**src/foff_cfg.svh**
```systemverilog
/*
 * constants for the flag offset programming block: bus width codes, offset
 * pointer steps, bit positions and flag validity delays.
 * assumes inclusion by every design file of the block, once per unit.
 */
`ifndef FOFF_CFG_SVH
`define FOFF_CFG_SVH

// widest offset the register holds
`define FOFF_MAX_W 15
// bus width strap codes
`define FOFF_BUS_X36 2'h0
`define FOFF_BUS_X18 2'h1
`define FOFF_BUS_X9 2'h2
// parallel offset pointer positions
`define FOFF_PTR_E_LO 2'h0
`define FOFF_PTR_E_HI 2'h1
`define FOFF_PTR_F_LO 2'h2
`define FOFF_PTR_F_HI 2'h3
// data line skipped when parity is interspersed
`define FOFF_PAR_LINE 8
// bits carried per cycle on the byte bus
`define FOFF_BYTE_W 8
// edges after the completing edge before a flag is valid
`define FOFF_FLAG_DLY 2
// reset values of the thresholds
`define FOFF_RST_EMPTY 15'h007f
`define FOFF_RST_FULL 15'h007f

`endif

```
**src/foff_pkg.sv**
```systemverilog
/*
 * types for the flag offset programming block.
 * assumes foff_cfg.svh for the widths used here.
 */
`include "foff_cfg.svh"

package foff_pkg;

	typedef enum logic [1:0] {
		FOFF_PROG_PARALLEL,
		FOFF_PROG_SERIAL
	} foff_prog_t;

	// control pins as sampled on the clock, all active low
	typedef struct packed {
		logic offset_access_select_b;
		logic shift_enable_b;
		logic write_enable_b;
		logic read_enable_b;
	} foff_ctl_t;

	// whole state of the main module
	typedef struct packed {
		foff_prog_t prog;
		logic [1:0] bus_w;
		logic parity;
		logic [`FOFF_MAX_W-1:0] empty_off;
		logic [`FOFF_MAX_W-1:0] full_off;
		logic [1:0] wr_ptr;
		logic [1:0] rd_ptr;
		logic [4:0] bit_idx;
		logic [35:0] output_bus;
		logic mem_write;
		logic mem_read;
		logic [35:0] mem_data;
	} foff_state_t;

	// validity delay state
	typedef struct packed {
		logic armed;
		logic [1:0] cnt;
		logic valid;
	} foff_valid_t;

endpackage : foff_pkg

```
**src/foff_bus_map.sv**
```systemverilog
/*
 * extracts the offset field from one input bus word.
 * assumes the width and parity straps are stable after master reset.
 */
`timescale 1ns/1ps
`include "foff_cfg.svh"

module foff_bus_map (
	// word and straps
	input wire logic [35:0] word,
	input wire logic [1:0] bus_w,
	input wire logic parity,
	// offset bits, lsb at bit 0
	output logic [15:0] field
);
	import foff_pkg::*;

	// parity line is skipped, bits above it close the gap
	always_comb begin
		if (bus_w == `FOFF_BUS_X9) begin
			field = {8'h00, word[`FOFF_BYTE_W-1:0]};
		end else if (parity) begin
			field = {word[`FOFF_PAR_LINE+8:`FOFF_PAR_LINE+1], word[`FOFF_PAR_LINE-1:0]};
		end else begin
			field = word[15:0];
		end
	end

endmodule : foff_bus_map

```
**src/foff_flag_valid.sv**
```systemverilog
/*
 * holds a flag invalid from programming start until a set number of
 * clock ticks after the completing write.
 * assumes tick marks the rising edges of the flag's own clock.
 */
`timescale 1ns/1ps
`include "foff_cfg.svh"

module foff_flag_valid #(
	parameter int DLY = `FOFF_FLAG_DLY
) (
	// clock and reset
	input wire logic sys_clk,
	input wire logic rst_b,
	// events
	input wire logic invalidate,
	input wire logic done,
	input wire logic tick,
	// result
	output logic valid
);
	import foff_pkg::*;

	foff_valid_t st;
	foff_valid_t next_st;

	// done wins over invalidate so a final bit is never lost
	always_comb begin
		next_st = st;
		if (done) begin
			next_st.armed = 1'b1;
			next_st.cnt = 2'h0;
			next_st.valid = 1'b0;
		end else if (invalidate) begin
			next_st.armed = 1'b0;
			next_st.valid = 1'b0;
		end else if (st.armed && tick) begin
			next_st.cnt = st.cnt + 2'h1;
			if (st.cnt == 2'(DLY - 1)) begin
				next_st.armed = 1'b0;
				next_st.valid = 1'b1;
			end
		end
	end

	// reset values are usable, so flags start valid
	always_ff @(posedge sys_clk) begin
		if (!rst_b) begin
			st <= '{armed: 1'b0, cnt: 2'h0, valid: 1'b1};
		end else begin
			st <= next_st;
		end
	end

	assign valid = st.valid;

endmodule : foff_flag_valid

```
**src/foff_offset_prog.sv**
```systemverilog
/*
 * flag offset programming: parallel and serial loading of the almost-empty
 * and almost-full thresholds, parallel read-back, memory write/read pass
 * strobes and flag validity after a load.
 * assumes one clock standing in for write and read clocks; read_edge marks
 * read clock rising edges; all control inputs synchronous to sys_clk.
 */
// Notes on behaviour
// both selects low: shift one serial bit
// serial load is twice the offset width
// offsets 10 to 15 bits, rest ignored
// wide bus: empty then full, skip parity
// half bus: low part from line zero
// byte bus: four cycles, eight bits each
// serial mode cannot load one register alone
// flags invalid until serial load completes
// serial reload allowed anytime with full set
// select low, shift high: no shift
// memory writes allowed around offset loads
// resumed shifting continues at next bit
// host pauses by raising one select
// full flag valid two write edges later
// empty flag valid two read edges later
// offsets read back only on output bus
// programming method fixed at master reset
// half bus load takes four writes
// master reset homes both offset pointers
// serial position wraps after last bit
// flags undefined during partial programming
`timescale 1ns/1ps
`include "foff_cfg.svh"

module foff_offset_prog #(
	parameter int OFF_W = `FOFF_MAX_W
) (
	// clock and resets
	input wire logic sys_clk,
	input wire logic rst_b,
	input wire logic partial_rst_b,
	// straps, caught during master reset
	input wire logic serial_strap,
	input wire logic [1:0] bus_width_strap,
	input wire logic parity_strap,
	// control pins and read clock marker
	input wire foff_pkg::foff_ctl_t ctl,
	input wire logic read_edge,
	// data
	input wire logic serial_in,
	input wire logic [35:0] input_bus,
	input wire logic [15:0] word_count,
	output logic [35:0] output_bus,
	// memory pass strobes
	output logic mem_write,
	output logic mem_read,
	output logic [35:0] mem_data,
	// thresholds and flags, flags active low
	output logic [`FOFF_MAX_W-1:0] almost_empty_threshold,
	output logic [`FOFF_MAX_W-1:0] almost_full_threshold,
	output logic almost_empty_flag_b,
	output logic almost_full_flag_b,
	output logic empty_flag_valid,
	output logic full_flag_valid
);
	import foff_pkg::*;

	localparam logic [`FOFF_MAX_W-1:0] OFF_MASK = `FOFF_MAX_W'((1 << OFF_W) - 1);
	localparam logic [4:0] LAST_BIT = 5'(2 * OFF_W - 1);
	localparam logic [4:0] OFF_W5 = 5'(OFF_W);

	foff_state_t st;
	foff_state_t next_st;
	logic [15:0] field;
	logic ser_shift;
	logic par_write;
	logic par_read;
	logic done_e;
	logic done_f;
	logic inval_e;
	logic inval_f;

	foff_bus_map u_map (
		.word(input_bus),
		.bus_w(st.bus_w),
		.parity(st.parity),
		.field(field)
	);

	// places offset bits onto the output bus, parity line left clear
	function automatic logic [35:0] pack_word(input logic [15:0] v, input logic [1:0] bw,
		input logic par);
		logic [35:0] w;
		w = 36'h0;
		if (bw == `FOFF_BUS_X9) begin
			w[7:0] = v[7:0];
		end else if (par) begin
			w[7:0] = v[7:0];
			w[16:9] = v[15:8];
		end else begin
			w[15:0] = v;
		end
		return w;
	endfunction : pack_word

	// next pointer step; the wide bus skips the high halves
	function automatic logic [1:0] step_ptr(input logic [1:0] p, input logic [1:0] bw);
		logic [1:0] n;
		n = p + 2'h1;
		if (bw == `FOFF_BUS_X36) begin
			n = p + 2'h2;
		end
		return n;
	endfunction : step_ptr

	// operation decode from the sampled control pins
	always_comb begin
		ser_shift = (st.prog == FOFF_PROG_SERIAL) && !ctl.offset_access_select_b
			&& !ctl.shift_enable_b;
		par_write = (st.prog == FOFF_PROG_PARALLEL) && !ctl.offset_access_select_b
			&& !ctl.write_enable_b;
		par_read = !ctl.offset_access_select_b && !ctl.read_enable_b;
	end

	// completion of each register's load
	always_comb begin
		done_e = 1'b0;
		done_f = 1'b0;
		if (ser_shift) begin
			done_e = (st.bit_idx == LAST_BIT);
			done_f = (st.bit_idx == LAST_BIT);
		end else if (par_write) begin
			if (st.bus_w == `FOFF_BUS_X36) begin
				done_e = (st.wr_ptr == `FOFF_PTR_E_LO);
				done_f = (st.wr_ptr == `FOFF_PTR_F_LO);
			end else begin
				done_e = (st.wr_ptr == `FOFF_PTR_E_HI);
				done_f = (st.wr_ptr == `FOFF_PTR_F_HI);
			end
		end
		// any other offset write leaves the flag mid-update
		inval_e = (ser_shift || (par_write && !st.wr_ptr[1])) && !done_e;
		inval_f = (ser_shift || (par_write && st.wr_ptr[1])) && !done_f;
	end

	// next state
	always_comb begin
		next_st = st;
		next_st.mem_write = ctl.offset_access_select_b && !ctl.write_enable_b;
		next_st.mem_read = ctl.offset_access_select_b && !ctl.read_enable_b;
		if (next_st.mem_write) begin
			next_st.mem_data = input_bus;
		end
		// serial path: fixed empty-then-full order, one bit per edge
		if (ser_shift) begin
			if (st.bit_idx < OFF_W5) begin
				next_st.empty_off[st.bit_idx[3:0]] = serial_in;
			end else begin
				next_st.full_off[4'(st.bit_idx - OFF_W5)] = serial_in;
			end
			// position survives pauses, so a resume picks up the next bit
			if (st.bit_idx == LAST_BIT) begin
				next_st.bit_idx = 5'h00;
			end else begin
				next_st.bit_idx = st.bit_idx + 5'h01;
			end
		end
		// parallel path: low and high parts per pointer
		if (par_write) begin
			case (st.wr_ptr)
				`FOFF_PTR_E_LO: begin
					if (st.bus_w == `FOFF_BUS_X9) begin
						next_st.empty_off[7:0] = field[7:0];
					end else begin
						next_st.empty_off = field[`FOFF_MAX_W-1:0] & OFF_MASK;
					end
				end
				`FOFF_PTR_E_HI: begin
					if (st.bus_w == `FOFF_BUS_X9) begin
						next_st.empty_off[14:8] = field[6:0] & OFF_MASK[14:8];
					end
				end
				`FOFF_PTR_F_LO: begin
					if (st.bus_w == `FOFF_BUS_X9) begin
						next_st.full_off[7:0] = field[7:0];
					end else begin
						next_st.full_off = field[`FOFF_MAX_W-1:0] & OFF_MASK;
					end
				end
				`FOFF_PTR_F_HI: begin
					if (st.bus_w == `FOFF_BUS_X9) begin
						next_st.full_off[14:8] = field[6:0] & OFF_MASK[14:8];
					end
				end
				default: begin
					next_st.full_off = st.full_off;
				end
			endcase
			next_st.wr_ptr = step_ptr(st.wr_ptr, st.bus_w);
		end
		// read-back overwrites the output word, independent pointer
		if (par_read) begin
			case (st.rd_ptr)
				`FOFF_PTR_E_LO: next_st.output_bus = pack_word((st.bus_w == `FOFF_BUS_X9) ?
					{8'h00, st.empty_off[7:0]} : {1'b0, st.empty_off}, st.bus_w, st.parity);
				`FOFF_PTR_E_HI: next_st.output_bus = pack_word((st.bus_w == `FOFF_BUS_X9) ?
					{9'h000, st.empty_off[14:8]} : 16'h0000, st.bus_w, st.parity);
				`FOFF_PTR_F_LO: next_st.output_bus = pack_word((st.bus_w == `FOFF_BUS_X9) ?
					{8'h00, st.full_off[7:0]} : {1'b0, st.full_off}, st.bus_w, st.parity);
				`FOFF_PTR_F_HI: next_st.output_bus = pack_word((st.bus_w == `FOFF_BUS_X9) ?
					{9'h000, st.full_off[14:8]} : 16'h0000, st.bus_w, st.parity);
				default: next_st.output_bus = 36'h0;
			endcase
			next_st.rd_ptr = step_ptr(st.rd_ptr, st.bus_w);
		end
	end

	// straps caught only in master reset; partial reset keeps all settings
	always_ff @(posedge sys_clk) begin
		if (!rst_b) begin
			st.prog <= serial_strap ? FOFF_PROG_SERIAL : FOFF_PROG_PARALLEL;
			st.bus_w <= bus_width_strap;
			st.parity <= parity_strap;
			st.empty_off <= `FOFF_RST_EMPTY & OFF_MASK;
			st.full_off <= `FOFF_RST_FULL & OFF_MASK;
			st.wr_ptr <= `FOFF_PTR_E_LO;
			st.rd_ptr <= `FOFF_PTR_E_LO;
			st.bit_idx <= 5'h00;
			st.output_bus <= 36'h0;
			st.mem_write <= 1'b0;
			st.mem_read <= 1'b0;
			st.mem_data <= 36'h0;
		end else if (!partial_rst_b) begin
			st <= st;
			st.mem_write <= 1'b0;
			st.mem_read <= 1'b0;
		end else begin
			st <= next_st;
		end
	end

	// full flag counts write edges, empty flag counts read edges
	foff_flag_valid #(.DLY(`FOFF_FLAG_DLY)) u_full_valid (
		.sys_clk(sys_clk),
		.rst_b(rst_b),
		.invalidate(inval_f),
		.done(done_f),
		.tick(1'b1),
		.valid(full_flag_valid)
	);

	foff_flag_valid #(.DLY(`FOFF_FLAG_DLY)) u_empty_valid (
		.sys_clk(sys_clk),
		.rst_b(rst_b),
		.invalidate(inval_e),
		.done(done_e),
		.tick(read_edge),
		.valid(empty_flag_valid)
	);

	// flags compare fill level; held inactive while their offset is stale
	always_comb begin
		almost_empty_flag_b = !(empty_flag_valid && (word_count <= {1'b0, st.empty_off}));
		almost_full_flag_b = !(full_flag_valid &&
			(word_count >= (16'hffff - {1'b0, st.full_off})));
	end

	assign output_bus = st.output_bus;
	assign mem_write = st.mem_write;
	assign mem_read = st.mem_read;
	assign mem_data = st.mem_data;
	assign almost_empty_threshold = st.empty_off;
	assign almost_full_threshold = st.full_off;
endmodule : foff_offset_prog

```
**config.mk**
```make
export PLATFORM = sky130hd
export DESIGN_NAME = foff_offset_prog
export DESIGN_NICKNAME = d
export VERILOG_FILES = /design/src/foff_pkg.sv /design/src/foff_bus_map.sv /design/src/foff_flag_valid.sv /design/src/foff_offset_prog.sv
export VERILOG_INCLUDE_DIRS = /design/src /design/src/src
export SDC_FILE = /design/constraint.sdc
export NUM_CORES = 1
export LEC_CHECK = 0
export BUFFER_PORTS_ARGS = -buffer_cell sky130_fd_sc_hd__buf_2
export CAP_MARGIN = 20
export CORE_AREA = 2 2 120 122
export CTS_CLUSTER_SIZE = 10
export DETAILED_ROUTE_END_ITERATION = 16
export DIE_AREA = 0 0 122 124
export GPL_ROUTABILITY_DRIVEN = 1
export PLACE_DENSITY_LB_ADDON = 0.25
export SYNTH_ARGS = -nofsm -noshare
export SYNTH_HDL_FRONTEND = slang
export SYNTH_SLANG_ARGS = --single-unit
```
**constraint.sdc**
```tcl
create_clock -name sys_clk -period 2.65 [get_ports sys_clk]
set_clock_uncertainty 0.1 [all_clocks]
set_input_delay 0.3975 -clock sys_clk [delete_from_list [all_inputs] [get_ports sys_clk]]
set_output_delay 0.3975 -clock sys_clk [all_outputs]
set_load 0.05 [all_outputs]
```
# After elaboration in Yosys (flattened, before gate mapping)
# Cells that the tools add are included.
# totals
latchBits	0
rom_bits	0
memories	0
mem_bits_rw	0
in_bits	65
output_inout_bits	108
word_cells	157
reg_bits	126
# classes
bitwise	3
div_mod_pow	0
multipliers	0
magnitude_cmp	7
shift	0
reduce_logical	46
n_addsub	9
mux	63
n_eq_ne	11
# ops
op	n
case mux 36 bit (4 select lines)	1
2-to-1 mux 118 bit	1
2-to-1 mux 113 bit	1
2-to-1 mux 15 bit	6
2-to-1 mux 36 bit	2
2-to-1 mux 7 bit	8
2-to-1 mux 9 bit	4
2-to-1 mux 32 bit	1
bitwise mux 15 bit	2
2-to-1 mux 30 bit	1
case mux 7 bit (2 select lines)	2
2-to-1 mux 1 bit	19
AND reduction 2 bit	9
>= comparator 16 bit	1
<= comparator 16 x 15 -> 1 bit	1
logical AND 1 bit	16
2-to-1 mux 4 bit	4
2-to-1 mux 8 bit	2
subtractor 16 x 15 -> 16 bit (first input constant)	1
nonzero test 3 bit	4
equality test 2 x 1 -> 1 bit (second input constant)	5
equality test 2 bit (second input constant)	5
less-than comparator 4 x 5 -> 1 bit (second input constant)	2
2-to-1 mux 2 bit	5
other kinds (14)	36

# Longest topological paths before layout
# Gate-level depths: netlist of run 1.
# logic_depth
depth_word	13
ltp_mapped	9
mapped_depth_nobuf	8

# Hierarchy
# A second synthesis of run 1 with hierarchy kept.
# hier_totals
cells_unflattened	981
hier_area_um2	7543.5
# modules_own_cells
mod	seq_area_each_um2	cells_per_inst	area_per_inst_um2	n_inst
foff_offset_prog	1981.9	920	6998.0	1
foff_flag_valid	80.1	17	176.4	2
foff_bus_map	0.0	27	192.7	1

# Least setup slack after synthesis of run 1
# OpenSTA, ideal clock, no wires.
# synth_timing
kind	reg2out
startpoint	register st, in the netlist almost_empty_threshold[10]
endpoint	output port almost_empty_flag_b
path_stages_with_launch	7
arrival_time_ps	2186
slack_ps	-34
cell_sequence	dfxtp_1 -> inv_1 -> ha_1 -> nand3_1 -> or3_1 -> a21o_1 -> a31oi_1
# synth_via
elab_chain_len	3
# synth_rtl
item	line	source
start: declaration	foff_offset_prog.sv:70	foff_state_t st;
start signal: assignment	foff_offset_prog.sv:232	st <= st;
start signal: assignment	foff_offset_prog.sv:236	st <= next_st;
<= comparator 16 x 15 -> 1 bit	foff_offset_prog.sv:261	almost_empty_flag_b = !(empty_flag_valid && (word_count <= {1'b0, st.empty_off}));
logical AND 1 bit	foff_offset_prog.sv:261	
logical NOT 1 bit	foff_offset_prog.sv:261	
end: declaration	foff_offset_prog.sv:59	output logic almost_empty_flag_b,
# No other way between the ends.

# Final worst setup path of run 1
# layout_timing
startpoint	register st, in the netlist almost_empty_threshold[3]
endpoint	output port almost_empty_flag_b
# The elaborated chain is that of the path after synthesis.

==> results of run 1 <==
## cell families (layout without fill, tap and decap cells)
| kind of cell | count (synthesis) | count (layout) | share of synthesized area (%) |
|---|---|---|---|
| AOI/OAI and AO/OA | 263 | 263 | 22.6 |
| xor gates and xnor gates | 2 | 2 | 0.237 |
| adders and majority gates | 45 | 45 | 7.60 |
| buffers and inverters | 191 | 239 | 15.3 |
| DFF | 105 | 105 | 28.9 |
| muxes | 40 | 40 | 5.71 |
| other | 1 | 20 | 0.0506 |
| and+or+nand+nor | 311 | 311 | 19.7 |
## cells in the final DEF, fill, tap and decap left out, types with 14 or more instances in the layout
cell,n
o21ai_0,39
nor3_1,14
dfxtp_1,92
inv_1,26
buf_4,40
buf_2,150
a21oi_1,101
nand3_1,21
mux2i_1,25
nand2_1,137
conb_1,20
nor2_1,68
ha_1,41
## metal layers
metal | global-route usage (%) | up-vias | wire, um
li1 | - | 3405 | -
met1 | 36.0 | 3250 | 9270
met2 | 43.5 | 324 | 9490
met3 | 6.14 | 45 | 1660
met4 | 10.6 | 0 | 621
met5 | 0 | - | 0
## flip-flops by register name, summed over array words and instances (netlist names), 3 cells and up
register and cells:
mem_data 36, output_bus 16, almost_empty_threshold 15, almost_full_threshold 15, st 9, next_st 4
u_empty_valid.st 3, u_full_valid.st 3
## power groups by stage
| stage | Combinational (mW) | Clock, mW | Sequential [mW] |
|---|---|---|---|
| after global placement | 0.727 | 0 | 1.71 |
| final | 0.756 | 1.31 | 1.68 |
| after CTS | 0.738 | 1.33 | 1.68 |
| after detailed placement | 0.732 | 0 | 1.71 |
| after floorplan | 0.586 | 0 | 1.71 |
| after global routing | 0.815 | 1.40 | 1.68 |
## area by class of cell
| cell class | count | share of cell area (%) |
|---|---|---|
| multi-input cells | 681 | 52.8 |
| inverters | 32 | 1.47 |
| flip-flops and latches | 105 | 26.5 |
| clock buffers | 10 | 2.81 |
| well taps | 180 | 2.76 |
| repair buffers | 191 | 13.0 |
| clock inverters | 6 | 0.660 |
## what timing repair did
item / in CTS / in global routing
pin swaps: 1 / 5
setup buffers: 0 / 3
gates resized for setup: 13 / 19
endpoints found under the setup margin: 2 / 2
## worst min-delay path by stage
stage / end / slack, ps / cells after the start
2_1_floorplan: mem_data[0] / 340 / 2
3_3_place_gp: mem_data[24] / 340 / 2
3_5_place_dp: mem_data[26] / 340 / 2
4_1_cts: mem_read / 120 / 2
5_1_grt: mem_read / 150 / 2
6_report: mem_read / 130 / 2
## metrics by stage
step	utilization (%)	hold WS (ps)
2_1_floorplan	-	337
3_3_place_gp	56.4	338
3_5_place_dp	56.4	343
4_1_cts	58.6	123
5_1_grt	59.5	146
6_report	59.5	130
==> flow_metrics.env, run 1 <==
export IMPL_timing_critical_path_slowest_cell_delay_ps=360
export IMPL_dieArea_sq_um=15100
export IMPL_fillCellCount=1340
export IMPL_netlist_area_before_placement_sq_um=7410
export IMPL_cp_data_arrival_time_ps=2080
export IMPL_n_diodes=0
export IMPL_final_max_slew_violation_count=0
export IMPL_multi_input_area_sq_um=4310
export IMPL_track_usage_pct=27.3
export IMPL_grt_start_max_net_pins=38
export IMPL_critical_path_peak_fanout=4
export IMPL_htree_levels=3
export IMPL_seq_area_frac_synth_pct=28.9
export IMPL_timing_hold_violations_final=0
export IMPL_core_area_sq_um=13700
export IMPL_yosysUniqueCellTypes=74
export IMPL_drt_iter0_drc=691
export IMPL_final_setup_worst_slack_ps=75.0
export IMPL_async_flop_share_pct=0
export IMPL_critical_path_n_buffers_inverters=2
export IMPL_worst_path_stages=8
export IMPL_portBuffers=152
export IMPL_power_report_internal_total_mw=2.51
export IMPL_die_height_um=124
export IMPL_initial_standard_cell_utilization_of_the_core_pct=54.0
export IMPL_post_synth_cell_area_avg_sq_um=7.73
export IMPL_synth_area_top_cells="dfxtp_1 27%, buf_4 11%, ha_1 7.6%"
export IMPL_yosysMostFrequentCell="nand2_1"
export IMPL_place_worst_setup_slack_ps=215
export IMPL_die_extent_in_x_um=122
export IMPL_layout_worst_path_cycle_share_pct=97.2
export IMPL_setup_total_negative_slack_ps=0
export IMPL_post_place_cells=1186
export IMPL_max_vdd_ir_drop_uv=326
export IMPL_synth_top_flop_cell="dfxtp_1"
export IMPL_number_of_buffers_created_by_cts=9
export IMPL_combinational_share_of_power_pct=20.2
export IMPL_cts_num_sinks=105
export IMPL_switching_share_pct=33.0
export IMPL_synth_commonest_cells="137 x nand2_1, 106 x buf_4, 102 x a21oi_1"
export IMPL_drcViolationCount=0
export IMPL_number_of_antenna_violations_at_the_first_check_in_global_routing=0
export IMPL_power_frac_seq_pct=44.7
export IMPL_synth_top_cell_area_share_pct=27.3
export IMPL_cts_hold_fix_buffers=0
export IMPL_status="complete, no violations"
export IMPL_crit_family="compound AO/OA/AOI/OAI gates"
export IMPL_slowest_stage="dfxtp_2"
export IMPL_min_path_type="in -> reg"
export IMPL_detail_route_antenna_nets=0
export IMPL_floorplan_io_pins=173
export IMPL_first_global_vias=6212
export IMPL_timing_critical_path_required_ps=2150
export IMPL_fin_crit_ps=2570
export IMPL_net_switching_power_mw=1.24
export IMPL_place_area_sq_um=7740
export IMPL_drt_wirelength_per_cell_um=17.5
export IMPL_layout_drive_gt1_share_pct=25.0
export IMPL_post_synth_inst_count=958
export IMPL_timing_final_setup_violations=0
export IMPL_worst_setup_path_endpoint="almost_empty_flag_b"
export IMPL_vias_per_cell=5.83
export IMPL_cap_violations=0
export IMPL_stdcell_count=1205
export IMPL_flow_area_growth_from_synthesis_pct=10.1
export IMPL_globalplace_congestion=0.954
export IMPL_path_class="reg -> out"
export IMPL_r2r_worst_path_cells=8
export IMPL_cts_tree="built"
export IMPL_hpwlAfterDp_um=15700
export IMPL_maxClockFrequency_mhz=388
export IMPL_detailedRoute_firstPassIterationCount=5
export IMPL_power_leakage_nw=3.46
export IMPL_clkSlewWorstSetupHoldPaths_ps=70
export IMPL_post_synth_edffs=4
export IMPL_finalNetCount=1130
export IMPL_postRouteWirelength_um=21000
export IMPL_cts_root_buf="clkbuf_16"
export IMPL_timing_hold_worst_start="ctl[0]"
export IMPL_ys_warnings_count=0
export IMPL_via_count=7024
export IMPL_grt_first_pass_wirelength_um=32100
export IMPL_seqCellArea_sq_um=2160
export IMPL_max_slew_worst_pin_slew_ps=775
export IMPL_design_area_sq_um=8160
export IMPL_yosys_area_top_type="dfxtp_1"
export IMPL_worst_setup_path_startpoint="almost_empty_threshold[3]"
export IMPL_worst_r2r_endpoint="almost_full_threshold[13]"
export IMPL_synth_ff_latch_count=105
export IMPL_setup_worst_path_start_class="register"
export IMPL_total_power_mw=3.75
export IMPL_ff2ff_setup_slack_ps=190
export IMPL_timing_slew_headroom_pct=48.3
export IMPL_crit_path_cell_trace="inv_1 > ha_1 > a2111oi_1 > o21ai_1 > o2111ai_1 > a21o_1 > a31oi_2 > buf_6"
export IMPL_clk_path_buf_depth=2
export IMPL_placement_rows=43
export IMPL_grt_overflow_total=0
export IMPL_insertion_delay_ps=360
export IMPL_worstReg2RegStart="st[75]"
export IMPL_worst_setup_path_end_kind="output port"
export IMPL_rsz_0062_raised_after_global_routing="no"
export IMPL_power_density_nw_per_um2=459
export IMPL_power_frac_clock_pct=35.1
No activity file was read; power rests on OpenSTA's default activity.
==> inputs of run 2 (changes only) <==
--- a/config.mk
+++ b/config.mk
@@ -6,12 +6,12 @@
 export SDC_FILE = /design/constraint.sdc
 export NUM_CORES = 1
 export LEC_CHECK = 0
-export BUFFER_PORTS_ARGS = -buffer_cell sky130_fd_sc_hd__buf_2
 export CAP_MARGIN = 20
-export CORE_AREA = 2 2 120 122
+export CORE_AREA = 2 2 110 112
 export CTS_CLUSTER_SIZE = 10
 export DETAILED_ROUTE_END_ITERATION = 16
-export DIE_AREA = 0 0 122 124
+export DIE_AREA = 0 0 112 114
+export DONT_BUFFER_PORTS = 1
 export GPL_ROUTABILITY_DRIVEN = 1
 export PLACE_DENSITY_LB_ADDON = 0.25
 export SYNTH_ARGS = -nofsm -noshare
==> flow_metrics.env, run 2 (synthesis results as in run 1) <==
export IMPL_grt_overflow_total=0
export IMPL_r2r_worst_path_cells=8
export IMPL_dieArea_sq_um=12800
export IMPL_largest_register="mem_data"
export IMPL_via_count=6741
export IMPL_maxClockFrequency_mhz=386
export IMPL_worst_setup_path_startpoint="almost_empty_threshold[14]"
export IMPL_fin_crit_ps=2590
export IMPL_crit_path_cell_trace="inv_1 > ha_1 > nand4_1 > or3_4 > a21o_1 > a31oi_4 > buf_12"
export IMPL_clkSlewWorstSetupHoldPaths_ps=70
export IMPL_max_vdd_ir_drop_uv=389
export IMPL_min_path_type="in -> reg"
export IMPL_worst_setup_path_end_kind="output port"
export IMPL_portBuffers=0
export IMPL_cts_tree="built"
export IMPL_critical_path_peak_fanout=3
export IMPL_setup_worst_path_start_class="register"
export IMPL_drt_iter0_drc=599
export IMPL_cts_num_sinks=105
export IMPL_number_of_buffers_created_by_cts=9
export IMPL_worst_setup_path_endpoint="almost_empty_flag_b"
export IMPL_layout_drive_gt1_share_pct=13.0
export IMPL_grt_first_pass_wirelength_um=34200
export IMPL_largest_registers="mem_data: 36 flops, output_bus: 16 flops"
export IMPL_timing_slew_headroom_pct=41.5
export IMPL_most_common_layout_cells="137 x nand2_1, 101 x a21oi_1, 100 x dfxtp_1"
export IMPL_clk_path_buf_depth=2
export IMPL_flip_flop_count_of_the_largest_register_all_copies_and_words_added=36
export IMPL_layout_worst_path_cycle_share_pct=97.8
export IMPL_die_height_um=114
export IMPL_timing_hold_violations_final=0
export IMPL_placement_rows=40
export IMPL_floorplan_io_pins=173
export IMPL_htree_levels=3
export IMPL_timing_final_setup_violations=0
export IMPL_timing_critical_path_slowest_cell_delay_ps=360
export IMPL_post_cts_setup_buffer_count=0
export IMPL_die_extent_in_x_um=112
export IMPL_finalNetCount=999
export IMPL_detailedRoute_firstPassIterationCount=5
export IMPL_initial_standard_cell_utilization_of_the_core_pct=63.2
export IMPL_worstReg2RegStart="st[75]"
export IMPL_hpwlAfterDp_um=17000
export IMPL_n_diodes=0
export IMPL_flow_area_growth_from_synthesis_pct=2.25
export IMPL_timing_hold_ws_ps=19.8
export IMPL_cts_root_buf="clkbuf_16"
export IMPL_insertion_delay_ps=360
export IMPL_detail_route_antenna_nets=0
export IMPL_power_density_nw_per_um2=510
export IMPL_core_area_sq_um=11700
export IMPL_first_global_vias=6298
export IMPL_timing_hold_worst_start="rst_b"
export IMPL_final_max_slew_violation_count=0
export IMPL_track_usage_pct=34.3
export IMPL_globalplace_congestion=0.937
export IMPL_path_class="reg -> out"
export IMPL_layout_commonest_cell="nand2_1"
export IMPL_cp_data_arrival_time_ps=2090
export IMPL_vias_per_cell=6.48
export IMPL_drcViolationCount=0
export IMPL_number_of_antenna_violations_at_the_first_check_in_global_routing=1
export IMPL_drt_wirelength_per_cell_um=21.8
export IMPL_max_slew_worst_pin_slew_ps=877
export IMPL_worst_r2r_endpoint="almost_full_threshold[13]"
export IMPL_postRouteWirelength_um=22700
export IMPL_ff2ff_setup_slack_ps=120
export IMPL_rsz_0062_raised_after_global_routing="yes"
export IMPL_utilization_pct=64.7
export IMPL_status="complete, no violations"
export IMPL_cap_violations=0
export IMPL_slowest_stage="or3_4"
export IMPL_total_power_mw=3.86
export IMPL_grt_start_max_net_pins=38
export IMPL_power_leakage_nw=2.90
export IMPL_timing_critical_path_required_ps=2150
## run 2: cell types whose count changed in the layout (fill, tap and decap cells not counted), sizes merged
cell and change:
buf -132, bufinv +2, clkinv -1, clkinvlp -3, dlygate4sd3 +1, inv +2
## run 2: stage by stage
step	instance area, sq um	worst slack, ps	instances	setup TNS [ps]
4_1_cts	7470	6.18	1041	0
6_report	7570	58.6	1041	0
5_1_grt	7570	-28.3	1041	-41.4
3_3_place_gp	7120	261	1024	0
2_1_floorplan	7480	61.5	977	0
3_5_place_dp	7120	147	1024	0
## run 2: power by group
group | switching [mW] | internal, mW | leakage (nW)
logic | 0.395 | 0.183 | 1.87
clock network | 0.654 | 0.869 | 0.164
registers | 0.130 | 1.63 | 0.858
total | 1.18 | 2.69 | 2.90
## run 2: timing repair
action,4_1_cts,5_1_grt
hold buffers,1,0
endpoints found under the hold margin,1,0
setup endpoints to repair,1,2
pin swaps,1,5
gates resized for setup,3,15
## run 2: worst min path at each step
stage / slack [ps] / to / cells after the start
3_5_place_dp: 380 / mem_read / 1
5_1_grt: 20 / almost_full_threshold[0] / 1
6_report: 20 / u_full_valid.valid / 1
3_3_place_gp: 380 / u_empty_valid.valid / 1
4_1_cts: 20 / u_full_valid.valid / 1
2_1_floorplan: 340 / mem_data[0] / 2
## run 2: final cells by class
class | count | area, sq um
flip-flops and latches | 105 | 2140
inverters | 32 | 120
clock inverters | 6 | 95.1
multi-input cells | 681 | 4330
well taps | 147 | 184
clock buffers | 10 | 239
fillers | 1061 | 4140
repair buffers | 60 | 465
## run 2: metal layers
layer,track usage [%],wire [um],vias to the layer above
met5,0,0,-
met3,7.49,2200,37
li1,-,-,3142
met2,56.9,10700,390
met4,12.5,520,0
met1,44.4,9340,3172
## run 2: worst max-delay path, delay by kind of cell (launching register included)
family	cells	cell delay, ps
AND/OR/NAND/NOR	2	470
buffers and inverters	2	240
adder cells (fa/ha/maj)	1	320
flip-flops	1	330
AO/OA/AOI/OAI	2	370
==> inputs of run 3 (changes only) <==
--- a/config.mk
+++ b/config.mk
@@ -13,7 +13,7 @@
 export DIE_AREA = 0 0 112 114
 export DONT_BUFFER_PORTS = 1
 export GPL_ROUTABILITY_DRIVEN = 1
-export PLACE_DENSITY_LB_ADDON = 0.25
+export PLACE_DENSITY = 0.8
 export SYNTH_ARGS = -nofsm -noshare
 export SYNTH_HDL_FRONTEND = slang
 export SYNTH_SLANG_ARGS = --single-unit
==> flow_metrics.env, run 3 (synthesis results as in run 1) <==
export IMPL_status="complete, no violations"
export IMPL_drt_wirelength_per_cell_um=20.3
export IMPL_vias_per_cell=6.45
export IMPL_clk_path_buf_depth=2
export IMPL_max_slew_worst_pin_slew_ps=775
export IMPL_drt_iter0_drc=774
export IMPL_min_path_type="in -> reg"
export IMPL_power_report_internal_total_mw=2.55
export IMPL_postRouteWirelength_um=21100
export IMPL_most_common_layout_cells="137 x nand2_1, 101 x a21oi_1, 99 x dfxtp_1"
export IMPL_layout_drive_gt1_share_pct=12.5
export IMPL_timing_hold_ws_ps=8.62
export IMPL_grt_start_max_net_pins=46
export IMPL_timing_critical_path_required_ps=2150
export IMPL_final_setup_worst_slack_ps=74.2
export IMPL_power_density_nw_per_um2=488
export IMPL_drcViolationCount=0
export IMPL_dieArea_sq_um=12800
export IMPL_insertion_delay_ps=350
export IMPL_max_vdd_ir_drop_uv=432
export IMPL_combinational_share_of_power_pct=15.4
export IMPL_switching_share_pct=30.4
export IMPL_number_of_buffers_created_by_cts=9
export IMPL_die_height_um=114
export IMPL_timing_final_setup_violations=0
export IMPL_detail_route_antenna_nets=0
export IMPL_place_worst_setup_slack_ps=297
export IMPL_finalNetCount=998
export IMPL_flow_area_growth_from_synthesis_pct=1.20
export IMPL_core_area_sq_um=11700
export IMPL_critical_path_peak_fanout=3
export IMPL_rsz_0062_raised_after_global_routing="yes"
export IMPL_path_class="reg -> out"
export IMPL_via_count=6704
export IMPL_setup_worst_path_start_class="register"
export IMPL_power_frac_clock_pct=36.5
export IMPL_placement_rows=40
export IMPL_power_frac_seq_pct=48.2
export IMPL_cp_data_arrival_time_ps=2080
export IMPL_detailedRoute_firstPassIterationCount=5
export IMPL_grt_overflow_total=0
export IMPL_hpwlAfterDp_um=15600
export IMPL_place_area_sq_um=7130
export IMPL_layout_worst_path_cycle_share_pct=97.2
export IMPL_net_switching_power_mw=1.11
export IMPL_cts_root_buf="clkbuf_16"
export IMPL_die_extent_in_x_um=112
export IMPL_number_of_antenna_violations_at_the_first_check_in_global_routing=0
export IMPL_portBuffers=0
export IMPL_final_max_slew_violation_count=0
export IMPL_first_global_vias=6139
export IMPL_fillCellCount=1041
export IMPL_worst_setup_path_end_kind="output port"
export IMPL_globalplace_congestion=0.991
export IMPL_design_area_sq_um=7500
export IMPL_layout_commonest_cell="nand2_1"
export IMPL_timing_hold_violations_final=0
export IMPL_largest_registers="mem_data: 36 flops, output_bus: 16 flops"
export IMPL_clkSlewWorstSetupHoldPaths_ps=70
export IMPL_n_diodes=0
export IMPL_fin_crit_ps=2580
export IMPL_cts_num_sinks=105
export IMPL_maxClockFrequency_mhz=388
export IMPL_cts_tree="built"
export IMPL_initial_standard_cell_utilization_of_the_core_pct=63.2
export IMPL_htree_levels=3
export IMPL_track_usage_pct=32.1
export IMPL_floorplan_io_pins=173
export IMPL_grt_first_pass_wirelength_um=32400
export IMPL_flip_flop_count_of_the_largest_register_all_copies_and_words_added=36
export IMPL_largest_register="mem_data"
export IMPL_timing_slew_headroom_pct=47.9
export IMPL_cap_violations=0
export IMPL_power_leakage_nw=2.86
==> run 3: cell count changes in the layout (fill, tap and decap cells not counted), sizes merged <==
cell | previous run | this run
bufinv | 2 | 1
clkbuf | 10 | 12
clkinv | 0 | 1
clkinvlp | 0 | 2
dlygate4sd3 | 1 | 0
inv | 36 | 32
==> run 3: power groups by stage <==
| stage | registers, mW | logic [mW] | clock network, mW |
|---|---|---|---|
| floorplan | 1.71 | 0.586 | 0 |
| global placement | 1.80 | 0.532 | 0 |
| detailed placement | 1.80 | 0.539 | 0 |
| CTS | 1.76 | 0.543 | 1.36 |
| global route | 1.77 | 0.611 | 1.40 |
| finish | 1.76 | 0.563 | 1.33 |
==> run 3: worst paths after layout <==
kind                              startpoint                         end  slack [ps]  cells past startpoint
setup reg to reg                      st[75]  almost_empty_threshold[12]         230                      8
setup / recovery  almost_empty_threshold[11]         almost_empty_flag_b          70                      7
hold reg to reg          u_empty_valid.st[2]         u_empty_valid.st[2]         410                      2
hold / removal                        ctl[0]                    mem_read           9                      1
==> run 3: worst max-delay path, cell delays in order (launching register included) <==
cell and delay [ps]:
dfxtp_2 340, inv_1 60, ha_1 310, nand3_1 90, or3_4 380, a21o_1 190
a31oi_4 190, buf_12 160
==> run 3: cell type report <==
class / instances / area (sq um) / share of cell area, %
clock buffer: 12 / 236 / 3.15
clock inverter: 4 / 53.8 / 0.718
inverter: 32 / 120 / 1.60
multi-input combinational: 681 / 4290 / 57.2
sequential: 105 / 2140 / 28.6
tap: 147 / 184 / 2.45
timing repair buffer: 59 / 468 / 6.24
==> run 3: metal layers <==
metal / vias up / wire (um) / track usage, %
met1: 3064 / 8470 / 41.2
met4: 0 / 924 / 16.5
met2: 436 / 9210 / 49.7
li1: 3136 / - / -
met3: 68 / 2500 / 8.71
met5: - / 0 / 0
==> run 3: what timing repair did <==
item,CTS,global route
pin swaps,1,6
resized for setup,3,13
hold buffers,0,0
setup endpoints to repair,1,2
buffers inserted,0,0
==> run 3: metrics by stage <==
stage          setup TNS, ps  total power [mW]  instances  util, %
5_1_grt                -36.9              3.78       1040     64.0
3_3_place_gp               0              2.33       1024     60.9
4_1_cts                    0              3.66       1040     63.5
3_5_place_dp               0              2.34       1024     60.9
2_1_floorplan              0              2.29        977        -
6_report                   0              3.66       1040     64.0
